$ cat config.mk
export PLATFORM = sky130hd
export DESIGN_NAME = ormx_exec
export DESIGN_NICKNAME = d
export VERILOG_FILES = /design/src/logic/ormx_pkg.sv /design/src/logic/ormx_mem_if.sv /design/src/logic/ormx_addr_unit.sv /design/src/logic/ormx_exec.sv
export SDC_FILE = /design/constraint.sdc
export NUM_CORES = 1
export LEC_CHECK = 0
export ABC_CLOCK_PERIOD_IN_PS = 13500
export BUFFER_PORTS_ARGS = -buffer_cell sky130_fd_sc_hd__buf_2
export CAP_MARGIN = 20
export CORE_MARGIN = 4
export CORE_UTILIZATION = 55
export CTS_CLUSTER_SIZE = 16
export DETAILED_ROUTE_END_ITERATION = 8
export GPL_ROUTABILITY_DRIVEN = 0
export HOLD_SLACK_MARGIN = 0.12
export PLACE_DENSITY_LB_ADDON = 0.25
export SYNTH_ARGS = -nofsm -noshare
export SYNTH_HDL_FRONTEND = slang
export SYNTH_SLANG_ARGS = --single-unit
$ cat constraint.sdc
create_clock -name i_mclk -period 13.5 [get_ports i_mclk]
set_clock_uncertainty 0.05 [all_clocks]
set_input_delay 4.05 -clock i_mclk [delete_from_list [all_inputs] [get_ports i_mclk]]
set_output_delay 4.05 -clock i_mclk [all_outputs]
set_load 0.02 [all_outputs]
$ cat src/logic/ormx_pkg.sv
// Package: opcodes, field positions, reset values and timing for the OR/move/multiply executor
package ormx_pkg;
	// ----------------------------------------------------------------
	// Opcode prefixes (upper bits of the instruction word)
	// ----------------------------------------------------------------
	localparam logic [7:0] OP_OR_LITERAL = 8'h09;
	localparam logic [7:0] OP_LITERAL_TO_BANK = 8'h01;
	localparam logic [7:0] OP_LITERAL_TO_ACC = 8'h0e;
	localparam logic [7:0] OP_MULTIPLY_LITERAL = 8'h0d;
	localparam logic [5:0] OP_OR_FILE = 6'h04;
	localparam logic [5:0] OP_MOVE_FILE = 6'h14;
	localparam logic [5:0] OP_INC_SKIP_NZ = 6'h12;
	localparam logic [6:0] OP_ACC_TO_FILE = 7'h37;
	localparam logic [3:0] OP_F2F_FIRST = 4'hc;
	localparam logic [3:0] OP_F2F_SECOND = 4'hf;
	localparam logic [9:0] OP_LOAD_POINTER = 10'h3b8;
	localparam logic [7:0] OP_SECOND_WORD = 8'hf0;
	// ----------------------------------------------------------------
	// Field positions
	// ----------------------------------------------------------------
	localparam int DEST_BIT = 9;
	localparam int ACCESS_BIT = 8;
	// ----------------------------------------------------------------
	// Addressing and reset values
	// ----------------------------------------------------------------
	localparam logic [7:0] INDEXED_LIMIT = 8'h5f;
	localparam logic [7:0] ACCESS_LOW_LIMIT = 8'h5f;
	localparam logic [3:0] ACCESS_HIGH_BANK = 4'hf;
	localparam logic [11:0] ACC_ADDR = 12'hfe8;
	localparam logic [11:0] PROGRAM_COUNTER_LOW_ADDR = 12'hff9;
	localparam logic [11:0] STACK_TOP_LOW_ADDR = 12'hffd;
	localparam logic [11:0] STACK_TOP_HIGH_ADDR = 12'hffe;
	localparam logic [11:0] STACK_TOP_UPPER_ADDR = 12'hfff;
	localparam logic [7:0] ACC_RESET = 8'h00;
	localparam logic [7:0] BANK_RESET = 8'h00;
	localparam logic [1:0] PHASE_LAST = 2'h3;
	localparam int PHASES_PER_CYCLE = 4;
	typedef enum logic [3:0] {
		ORMX_NONE, ORMX_OR_LIT, ORMX_OR_FILE, ORMX_MOVE_FILE, ORMX_LIT_BANK, ORMX_LIT_ACC,
		ORMX_ACC_FILE, ORMX_MUL_LIT, ORMX_LOAD_PTR, ORMX_F2F, ORMX_INC_SKIP
	} ormx_op_type;
endpackage

$ cat src/logic/ormx_mem_if.sv
// Interface: data memory port between the executor and its operand address unit
`timescale 1ns/1ns
interface ormx_mem_if;
	logic [7:0] file_field;
	logic access_bit;
	logic [7:0] bank_select_reg;
	logic ext_set_en;
	logic [7:0] pointer2_low;
	logic [11:0] addr;
	logic indexed;
	modport exec(output file_field, access_bit, bank_select_reg, ext_set_en, pointer2_low, input addr, indexed);
	modport unit(input file_field, access_bit, bank_select_reg, ext_set_en, pointer2_low, output addr, indexed);
endinterface

$ cat src/logic/ormx_addr_unit.sv
// Module: forms the 12-bit data address of a byte-oriented file operand
`timescale 1ns/1ns
module ormx_addr_unit
	import ormx_pkg::*;
(
	ormx_mem_if.unit mem
);
	always_comb begin
		mem.indexed = 1'b0;
		if (mem.access_bit) begin
			mem.addr = {mem.bank_select_reg[3:0], mem.file_field}; // RQ4 RQ8
		end else if (mem.ext_set_en && mem.file_field <= INDEXED_LIMIT) begin
			// Offset added to the low byte of pointer 2, kept within bank 0 to stay single cycle
			mem.addr = {4'h0, 8'(mem.pointer2_low + mem.file_field)}; // RQ5
			mem.indexed = 1'b1;
		end else if (mem.file_field <= ACCESS_LOW_LIMIT) begin
			mem.addr = {4'h0, mem.file_field}; // RQ4
		end else begin
			mem.addr = {ACCESS_HIGH_BANK, mem.file_field}; // RQ4
		end
	end
endmodule // ormx_addr_unit

$ cat src/logic/ormx_exec.sv
// Module: decode and execute of OR, move, load-pointer, multiply and skip tail
// Functional notes
// RQ1: OR literal with accumulator, result to accumulator, one word one cycle.
// RQ2: OR file with accumulator; destination bit picks accumulator or file.
// RQ3: ORs and move-file update only negative and zero flags.
// RQ4: Access bit 0 selects access bank; 1 uses bank select register.
// RQ5: Extended set and access 0: operands up to 5Fh use indexed addressing.
// RQ6: Load pointer: two words, high part first cycle, low byte second.
// RQ7: Move file copies to accumulator or back into the same register.
// RQ8: Single-word moves reach any byte of the selected 256-byte bank.
// RQ9: File-to-file move: prefix 1100 source word, prefix 1111 destination word.
// RQ10: File-to-file reads source in first word, writes destination in second.
// RQ11: Software never targets program counter low or stack top bytes.
// RQ12: Literal to bank select register; bits 7 to 4 stay zero.
// RQ13: Literal to accumulator, one cycle, flags unchanged.
// RQ14: Accumulator to file, one cycle, flags unchanged.
// RQ15: Unsigned accumulator times literal into product pair; accumulator kept.
// RQ16: Multiply touches no status flag.
// RQ17: Nonzero increment result discards the fetched instruction as a no-op.
// RQ18: Skip over a two-word instruction gives two no-op cycles.
// RQ19: Decode phase one, read two, process three, write four.
`timescale 1ns/1ns
module ormx_exec
	import ormx_pkg::*;
(
	// Clock and reset
	input wire logic i_mclk,
	input wire logic i_sys_rst,
	// Fetch pipeline
	input wire logic [1:0] i_phase,
	input wire logic [15:0] i_instr,
	input wire logic i_ext_set_en,
	// Data memory
	input wire logic [7:0] i_mem_rdata,
	output logic [11:0] o_mem_addr,
	output logic o_mem_rd,
	output logic o_mem_wr,
	output logic [7:0] o_mem_wdata,
	// Core state
	output logic [7:0] o_acc,
	output logic [7:0] o_bank_select_reg,
	output logic o_flag_neg,
	output logic o_flag_zero,
	output logic [7:0] o_product_high_byte,
	output logic [7:0] o_product_low_byte,
	output logic [7:0] o_pointer_high_byte [3],
	output logic [7:0] o_pointer_low_byte [3],
	output logic o_nop_cycle,
	output logic o_dest_illegal
);
	// ----------------------------------------------------------------
	// State
	// ----------------------------------------------------------------
	typedef enum logic [1:0] {ORMX_FIRST, ORMX_SECOND, ORMX_SKIP1, ORMX_SKIP2} ormx_seq_type;
	ormx_seq_type seq, next_seq;
	ormx_op_type op, next_op;
	logic [7:0] acc, next_acc, bank_select_reg, next_bank_select_reg;
	logic [7:0] product_high_byte, next_product_high_byte, product_low_byte, next_product_low_byte;
	logic neg, next_neg, zero, next_zero;
	logic [7:0] ptr_hi [3], next_ptr_hi [3], ptr_lo [3], next_ptr_lo [3];
	logic [15:0] ir, next_ir;
	logic [7:0] opnd, next_opnd, res, next_res;
	logic [1:0] ptr_sel, next_ptr_sel;
	logic wr_dest_file, next_wr_dest_file;
	logic [11:0] addr;
	logic rd, wr;
	logic [7:0] wdata;
	logic [15:0] product;
	logic [7:0] inc_val;
	ormx_mem_if mem();
	ormx_addr_unit u_addr (.mem(mem));
	assign mem.file_field = ir[7:0];
	assign mem.access_bit = ir[ACCESS_BIT];
	assign mem.bank_select_reg = bank_select_reg;
	assign mem.ext_set_en = i_ext_set_en;
	assign mem.pointer2_low = ptr_lo[2];
	// ----------------------------------------------------------------
	// Decode
	// ----------------------------------------------------------------
	function automatic ormx_op_type decode_op(input logic [15:0] w);
		if (w[15:8] == OP_OR_LITERAL) return ORMX_OR_LIT;
		if (w[15:8] == OP_LITERAL_TO_BANK) return ORMX_LIT_BANK;
		if (w[15:8] == OP_LITERAL_TO_ACC) return ORMX_LIT_ACC;
		if (w[15:8] == OP_MULTIPLY_LITERAL) return ORMX_MUL_LIT;
		if (w[15:10] == OP_OR_FILE) return ORMX_OR_FILE;
		if (w[15:10] == OP_MOVE_FILE) return ORMX_MOVE_FILE;
		if (w[15:10] == OP_INC_SKIP_NZ) return ORMX_INC_SKIP;
		if (w[15:9] == OP_ACC_TO_FILE) return ORMX_ACC_FILE;
		if (w[15:12] == OP_F2F_FIRST) return ORMX_F2F;
		if (w[15:6] == OP_LOAD_POINTER) return ORMX_LOAD_PTR;
		return ORMX_NONE;
	endfunction
	function automatic logic is_two_word(input logic [15:0] w);
		return decode_op(w) == ORMX_F2F || decode_op(w) == ORMX_LOAD_PTR;
	endfunction
	assign product = {8'h00, acc} * {8'h00, ir[7:0]}; // RQ15
	assign inc_val = 8'(opnd + 8'h01);
	// ----------------------------------------------------------------
	// Next state
	// ----------------------------------------------------------------
	always_comb begin
		next_seq = seq;
		next_op = op;
		next_acc = acc;
		next_bank_select_reg = bank_select_reg;
		next_product_high_byte = product_high_byte;
		next_product_low_byte = product_low_byte;
		next_neg = neg;
		next_zero = zero;
		next_ptr_hi = ptr_hi;
		next_ptr_lo = ptr_lo;
		next_ir = ir;
		next_opnd = opnd;
		next_res = res;
		next_ptr_sel = ptr_sel;
		next_wr_dest_file = wr_dest_file;
		addr = 12'h000;
		rd = 1'b0;
		wr = 1'b0;
		wdata = res;
		case (seq)
			ORMX_FIRST: begin
				case (i_phase)
					2'd0: begin
						next_ir = i_instr; // RQ19
						next_op = decode_op(i_instr);
					end
					2'd1: begin
						if (op == ORMX_F2F) begin
							addr = ir[11:0]; // RQ9 RQ10
							rd = 1'b1;
						end else if (op inside {ORMX_OR_FILE, ORMX_MOVE_FILE, ORMX_INC_SKIP}) begin
							addr = mem.addr; // RQ19
							rd = 1'b1;
						end
						if (rd) begin
							next_opnd = (addr == ACC_ADDR) ? acc : i_mem_rdata; // RQ10
						end else begin
							next_opnd = ir[7:0];
						end
					end
					2'd2: begin
						next_wr_dest_file = ir[DEST_BIT];
						case (op)
							ORMX_OR_LIT, ORMX_OR_FILE: next_res = acc | opnd; // RQ1 RQ2
							ORMX_MOVE_FILE: next_res = opnd; // RQ7
							ORMX_INC_SKIP: next_res = inc_val;
							ORMX_ACC_FILE: next_res = acc; // RQ14
							ORMX_LOAD_PTR: next_ptr_sel = ir[5:4];
							default: next_res = opnd;
						endcase
						if (op == ORMX_OR_LIT) next_wr_dest_file = 1'b0;
					end
					default: begin
						case (op)
							ORMX_OR_LIT, ORMX_OR_FILE, ORMX_MOVE_FILE: begin
								next_neg = res[7]; // RQ3
								next_zero = res == 8'h00; // RQ3
								if (wr_dest_file) begin
									addr = mem.addr; // RQ2 RQ7 RQ8
									wr = 1'b1;
								end else begin
									next_acc = res; // RQ1 RQ2 RQ7
								end
							end
							ORMX_LIT_ACC: next_acc = opnd; // RQ13
							ORMX_LIT_BANK: next_bank_select_reg = {4'h0, opnd[3:0]}; // RQ12
							ORMX_ACC_FILE: begin
								addr = mem.addr; // RQ14 RQ8
								wr = 1'b1;
							end
							ORMX_MUL_LIT: begin
								next_product_high_byte = product[15:8]; // RQ15 RQ16
								next_product_low_byte = product[7:0];
							end
							ORMX_INC_SKIP: begin
								if (wr_dest_file) begin
									addr = mem.addr;
									wr = 1'b1;
								end else begin
									next_acc = res;
								end
								if (res != 8'h00) next_seq = ORMX_SKIP1; // RQ17
							end
							ORMX_LOAD_PTR: begin
								next_ptr_hi[ptr_sel] = {4'h0, ir[3:0]}; // RQ6
								next_seq = ORMX_SECOND;
							end
							ORMX_F2F: next_seq = ORMX_SECOND; // RQ10
							default: ;
						endcase
					end
				endcase
			end
			ORMX_SECOND: begin
				if (i_phase == 2'd0) next_ir = i_instr;
				if (i_phase == PHASE_LAST) begin
					next_seq = ORMX_FIRST;
					if (op == ORMX_LOAD_PTR) begin
						next_ptr_lo[ptr_sel] = ir[7:0]; // RQ6
					end else if (ir[15:12] == OP_F2F_SECOND) begin
						addr = ir[11:0]; // RQ9 RQ10
						wr = 1'b1;
						wdata = opnd;
						if (addr == ACC_ADDR) begin
							wr = 1'b0;
							next_acc = opnd; // RQ10
						end
					end
				end
			end
			ORMX_SKIP1: begin
				if (i_phase == 2'd0) next_ir = i_instr;
				// Fetched word is flushed; a two-word one costs a second flushed cycle
				if (i_phase == PHASE_LAST) next_seq = is_two_word(ir) ? ORMX_SKIP2 : ORMX_FIRST; // RQ18
			end
			ORMX_SKIP2: begin
				if (i_phase == PHASE_LAST) next_seq = ORMX_FIRST; // RQ18
			end
			default: next_seq = ORMX_FIRST;
		endcase
	end
	always_ff @(posedge i_mclk) begin
		if (i_sys_rst) begin
			seq <= ORMX_FIRST;
			op <= ORMX_NONE;
			acc <= ACC_RESET;
			bank_select_reg <= BANK_RESET;
			product_high_byte <= 8'h00;
			product_low_byte <= 8'h00;
			neg <= 1'b0;
			zero <= 1'b0;
			ptr_hi <= '{default: 8'h00};
			ptr_lo <= '{default: 8'h00};
			ir <= 16'h0000;
			opnd <= 8'h00;
			res <= 8'h00;
			ptr_sel <= 2'h0;
			wr_dest_file <= 1'b0;
		end else begin
			seq <= next_seq;
			op <= next_op;
			acc <= next_acc;
			bank_select_reg <= next_bank_select_reg;
			product_high_byte <= next_product_high_byte;
			product_low_byte <= next_product_low_byte;
			neg <= next_neg;
			zero <= next_zero;
			ptr_hi <= next_ptr_hi;
			ptr_lo <= next_ptr_lo;
			ir <= next_ir;
			opnd <= next_opnd;
			res <= next_res;
			ptr_sel <= next_ptr_sel;
			wr_dest_file <= next_wr_dest_file;
		end
	end
	// ----------------------------------------------------------------
	// Outputs
	// ----------------------------------------------------------------
	assign o_mem_addr = addr;
	assign o_mem_rd = rd;
	assign o_mem_wr = wr;
	assign o_mem_wdata = wdata;
	assign o_acc = acc;
	assign o_bank_select_reg = bank_select_reg;
	assign o_flag_neg = neg;
	assign o_flag_zero = zero;
	assign o_product_high_byte = product_high_byte;
	assign o_product_low_byte = product_low_byte;
	assign o_pointer_high_byte = ptr_hi;
	assign o_pointer_low_byte = ptr_lo;
	assign o_nop_cycle = seq == ORMX_SKIP1 || seq == ORMX_SKIP2;
	// Forbidden destination of a file-to-file second word is flagged, not blocked; the write still happens
	assign o_dest_illegal = wr && seq == ORMX_SECOND
		&& (addr == PROGRAM_COUNTER_LOW_ADDR || addr == STACK_TOP_LOW_ADDR || addr == STACK_TOP_HIGH_ADDR
		|| addr == STACK_TOP_UPPER_ADDR); // RQ11
	// ----------------------------------------------------------------
	// Assertions
	// ----------------------------------------------------------------
	a_bank_upper_zero: assert property (@(posedge i_mclk) disable iff (i_sys_rst) bank_select_reg[7:4] == 4'h0) // RQ12
		else $error("bank select upper bits set");
	a_mul_keeps_acc: assert property (@(posedge i_mclk) disable iff (i_sys_rst) // RQ15 RQ16
		(seq == ORMX_FIRST && op == ORMX_MUL_LIT && i_phase == PHASE_LAST) |=> $stable(acc) && $stable(neg)
		&& product_high_byte == $past(product[15:8]))
		else $error("multiply changed accumulator or flags");
	a_or_lit_result: assert property (@(posedge i_mclk) disable iff (i_sys_rst) // RQ1 RQ3
		(seq == ORMX_FIRST && op == ORMX_OR_LIT && i_phase == PHASE_LAST) |=> acc == $past(res)
		&& zero == ($past(res) == 8'h00))
		else $error("or literal result wrong");
	a_lit_acc_flags: assert property (@(posedge i_mclk) disable iff (i_sys_rst) // RQ13
		(seq == ORMX_FIRST && op == ORMX_LIT_ACC && i_phase == PHASE_LAST) |=> $stable(zero) && $stable(neg))
		else $error("literal move touched flags");
	a_skip_one_cycle: assert property (@(posedge i_mclk) disable iff (i_sys_rst) // RQ17
		(seq == ORMX_FIRST && op == ORMX_INC_SKIP && i_phase == PHASE_LAST && res != 8'h00) |=> o_nop_cycle[*4])
		else $error("skip no-op cycle missing");
	a_writes_phase_four: assert property (@(posedge i_mclk) disable iff (i_sys_rst) wr |-> i_phase == PHASE_LAST) // RQ19
		else $error("write outside phase four");
	a_reads_phase_two: assert property (@(posedge i_mclk) disable iff (i_sys_rst) rd |-> i_phase == 2'd1) // RQ19
		else $error("read outside phase two");
	a_ptr_two_cycles: assert property (@(posedge i_mclk) disable iff (i_sys_rst) // RQ6
		(seq == ORMX_FIRST && op == ORMX_LOAD_PTR && i_phase == PHASE_LAST) |=> (seq == ORMX_SECOND) [*4])
		else $error("load pointer not two cycles");
	a_acc_file_write: assert property (@(posedge i_mclk) disable iff (i_sys_rst) // RQ14
		(seq == ORMX_FIRST && op == ORMX_ACC_FILE && i_phase == PHASE_LAST) |-> wr && wdata == acc)
		else $error("accumulator store missing");
	a_indexed_window: assert property (@(posedge i_mclk) disable iff (i_sys_rst) // RQ5
		(rd && op != ORMX_F2F && i_ext_set_en && !ir[ACCESS_BIT] && ir[7:0] <= INDEXED_LIMIT) |-> mem.indexed)
		else $error("indexed addressing not selected");
	c_skip: cover property (@(posedge i_mclk) seq == ORMX_SKIP2);
	c_f2f: cover property (@(posedge i_mclk) seq == ORMX_SECOND && op == ORMX_F2F && wr);
	c_mul: cover property (@(posedge i_mclk) op == ORMX_MUL_LIT && i_phase == PHASE_LAST);
endmodule // ormx_exec

==> results_dict.tcl <==
set metrics [dict create \
    cap_violations 0 \
    ys_ff_latch 107 \
    max-vdd-ir-drop_mv 0.0611 \
    yosys-top-cells-count "nand2_1 (150), dfxtp_1 (107), nor2_1 (91)" \
    avgSynthCellArea_sq_um 8.01 \
    clk_pin_slew_ps 80 \
    p_total_w 0.000683 \
    vias 7821 \
    place_area_sq_um 8800 \
    ant_nets 0 \
    overflow 0 \
    post-route-period-util_pct 80.8 \
    cts_max_level 3 \
    final_cell_area_sq_um 9130 \
    syn_area_sq_um 8250 \
    cts_sinks 107 \
    max_clock_freq_mhz 91.6 \
    p_leak_nw 4.02 \
    clockBufferDepth 2 \
    yosys-top-cells-area "dfxtp_1 (26%), fa_1 (9.0%), nand2_1 (6.8%), ha_1 (6.7%), mux2i_1 (5.1%)" \
    synth_top_family_by_area "simple AND/OR/NAND/NOR gates" \
    nNetsFinal 1212 \
    setup_viol 0 \
    synth_xor_area_share_pct 1.59 \
    core_region_area_sq_um 14600 \
    critPathRequiredTime_ps 9400 \
    synth_edf_count 0 \
    tightestPinTransition_ps 1050 \
    die_h_um 131 \
    wl_per_cell_um 17.7 \
    ys_warn_count 0 \
    grt_pass1_vias 6922 \
    ctsResizeCount 0 \
    io_buffer_count 118 \
    whs_path_depth 2 \
    yosysMostFrequentCell "nand2_1" \
    drive_above_1_share_pct 16.0 \
    die_w_um 131 \
    num_rows 44 \
    synth_largest_area_cell "dfxtp_1" \
    status "finished, final reports clean" \
    cts_root_buf "clkbuf_16" \
    powerDensity_nw_per_um2 74.8 \
    cts_made_buffers 9 \
    holdPathEnd "o_product_low_byte[5]" \
    drv_slew 0 \
    synth_simple_gate_area_share_pct 24.6 \
    grt_pass1_wl_um 36100 \
    worstRegToRegCells 15 \
    clkLatencyLatePin_ps 370 \
    worstSetupStartpointType "primary input" \
    synth_cells 1030 \
    grt_start_max_net_pins 82 \
    seq_area_frac_synth_pct 26.0 \
    drt_iter0_markers 707 \
    r2r-end "o_product_high_byte[7]" \
    start_util_pct 56.4 \
    crit_arrival_ps 6810 \
    synth_fa_ha_area_share_pct 15.6 \
    die_area_sq_um 17000 \
    grt_setup_unrepaired "no" \
    hold_viol_final 0 \
    r2r-start "ir[7]" \
    path_max_fanout 13 \
    async_flop_share_pct 0 \
    antenna_found_initial 0 \
    areaGrowthSynthToFinish_pct 10.6 \
    end_kind "output port" \
    hold_class "reg2reg" \
    ios 135 \
    cts_hold_buf 0 \
    muxShareOfSynthArea_pct 6.18 \
    synth_compound_area_share_pct 18.1 \
    r2r_slack_ps 8580 \
    drt-pass1-iter-count 6 \
    cts_tree "done" \
    critPathKind "in2out" \
    max-slew-margin-rel_pct 30.1 \
    routed_via_density 6.06 \
    drc_errors 0 \
    fin_setup_tns_ps 0 \
    fin_crit_ps 10910 \
    cts_setup_buffers 0 \
    dpl.hpwl_um 16300 \
    yosysTopAreaCellShare_pct 26.0 \
    ys.flop_type "dfxtp_1" \
    grt_util_all_layers_pct 26.3 \
    min-delay-start "o_product_low_byte[5]" \
    insertedDiodeCount 0 \
    routed_wl_um 22800 \
    ys_types 78 \
]
-- kinds of logic (layout without fill, tap and decap cells) --
group / count (synthesis) / in the layout
DFF: 107 / 107
and+or+nand+nor: 415 / 415
muxes: 50 / 50
buffers and inverters: 146 / 208
adders and majority gates: 81 / 81
other: 1 / 16
AOI/OAI and AO/OA: 215 / 215
xor gates and xnor gates: 15 / 15
-- metal layers --
| metal | vias up | global-route usage [%] | wire length (um) | part of all wire, % |
|---|---|---|---|---|
| li1 | 3709 | - | - | - |
| met1 | 3697 | 39.7 | 10400 | 45 |
| met2 | 382 | 38.7 | 9960 | 44 |
| met3 | 33 | 5.08 | 2090 | 9.2 |
| met4 | 0 | 6.47 | 383 | 1.7 |
| met5 | - | 0 | 0 | 0 |
-- power by group --
| part | internal (W) | leakage [nW] | switching, W |
|---|---|---|---|
| registers | 0.000321 | 0.865 | 0.0000115 |
| logic | 0.0000250 | 3.00 | 0.0000522 |
| clock network | 0.000133 | 0.149 | 0.000141 |
-- through the flow --
step                      setup WS [ps]  cells  util [%]  hold WS (ps)
after detailed placement           2760   1273      60.1           394
after CTS                          2730   1289      62.2           406
after global routing               2360   1291      62.3           424
after global placement             2780   1273      60.1           388
after floorplan                    3010   1045         -           391
final                              2590   1291      62.3           403
-- critical path: stages --
cell	delay [ps]
buf_2	210
nor4b_1	850
nand3_1	250
nand3_1	220
a32o_1	210
and3b_1	180
nand4_1	100
nor4b_1	480
buf_2	260
-- cell usage in the layout, fill, tap and decap left out, types with 20 or more instances in the layout --
| master | count |
|---|---|
| nand3_1 | 31 |
| inv_1 | 60 |
| nor2_1 | 91 |
| buf_2 | 117 |
| nand2_1 | 150 |
| and2_1 | 40 |
| mux2i_1 | 42 |
| o21ai_0 | 24 |
| dfxtp_1 | 107 |
| ha_1 | 44 |
| a211oi_1 | 20 |
| fa_1 | 37 |
| a21oi_1 | 67 |
-- worst max-delay path by stage --
stage	start	end	cells past startpoint
6_report	i_phase[0]	o_dest_illegal	9
3_3_place_gp	i_phase[0]	o_dest_illegal	9
5_1_grt	i_phase[0]	o_dest_illegal	9
2_1_floorplan	i_phase[0]	o_dest_illegal	8
3_5_place_dp	i_phase[0]	o_dest_illegal	9
4_1_cts	i_phase[0]	o_dest_illegal	9
-- final cells by class --
class                   count  area [sq um]
clock buffers               9           225
clock inverters             7          78.8
fillers                  1333          5520
inverters                  60           225
multi-input cells         792          5520
flip-flops and latches    107          2140
well taps                 184           230
repair buffers            132           704
No activity file was read; power rests on OpenSTA's default activity.
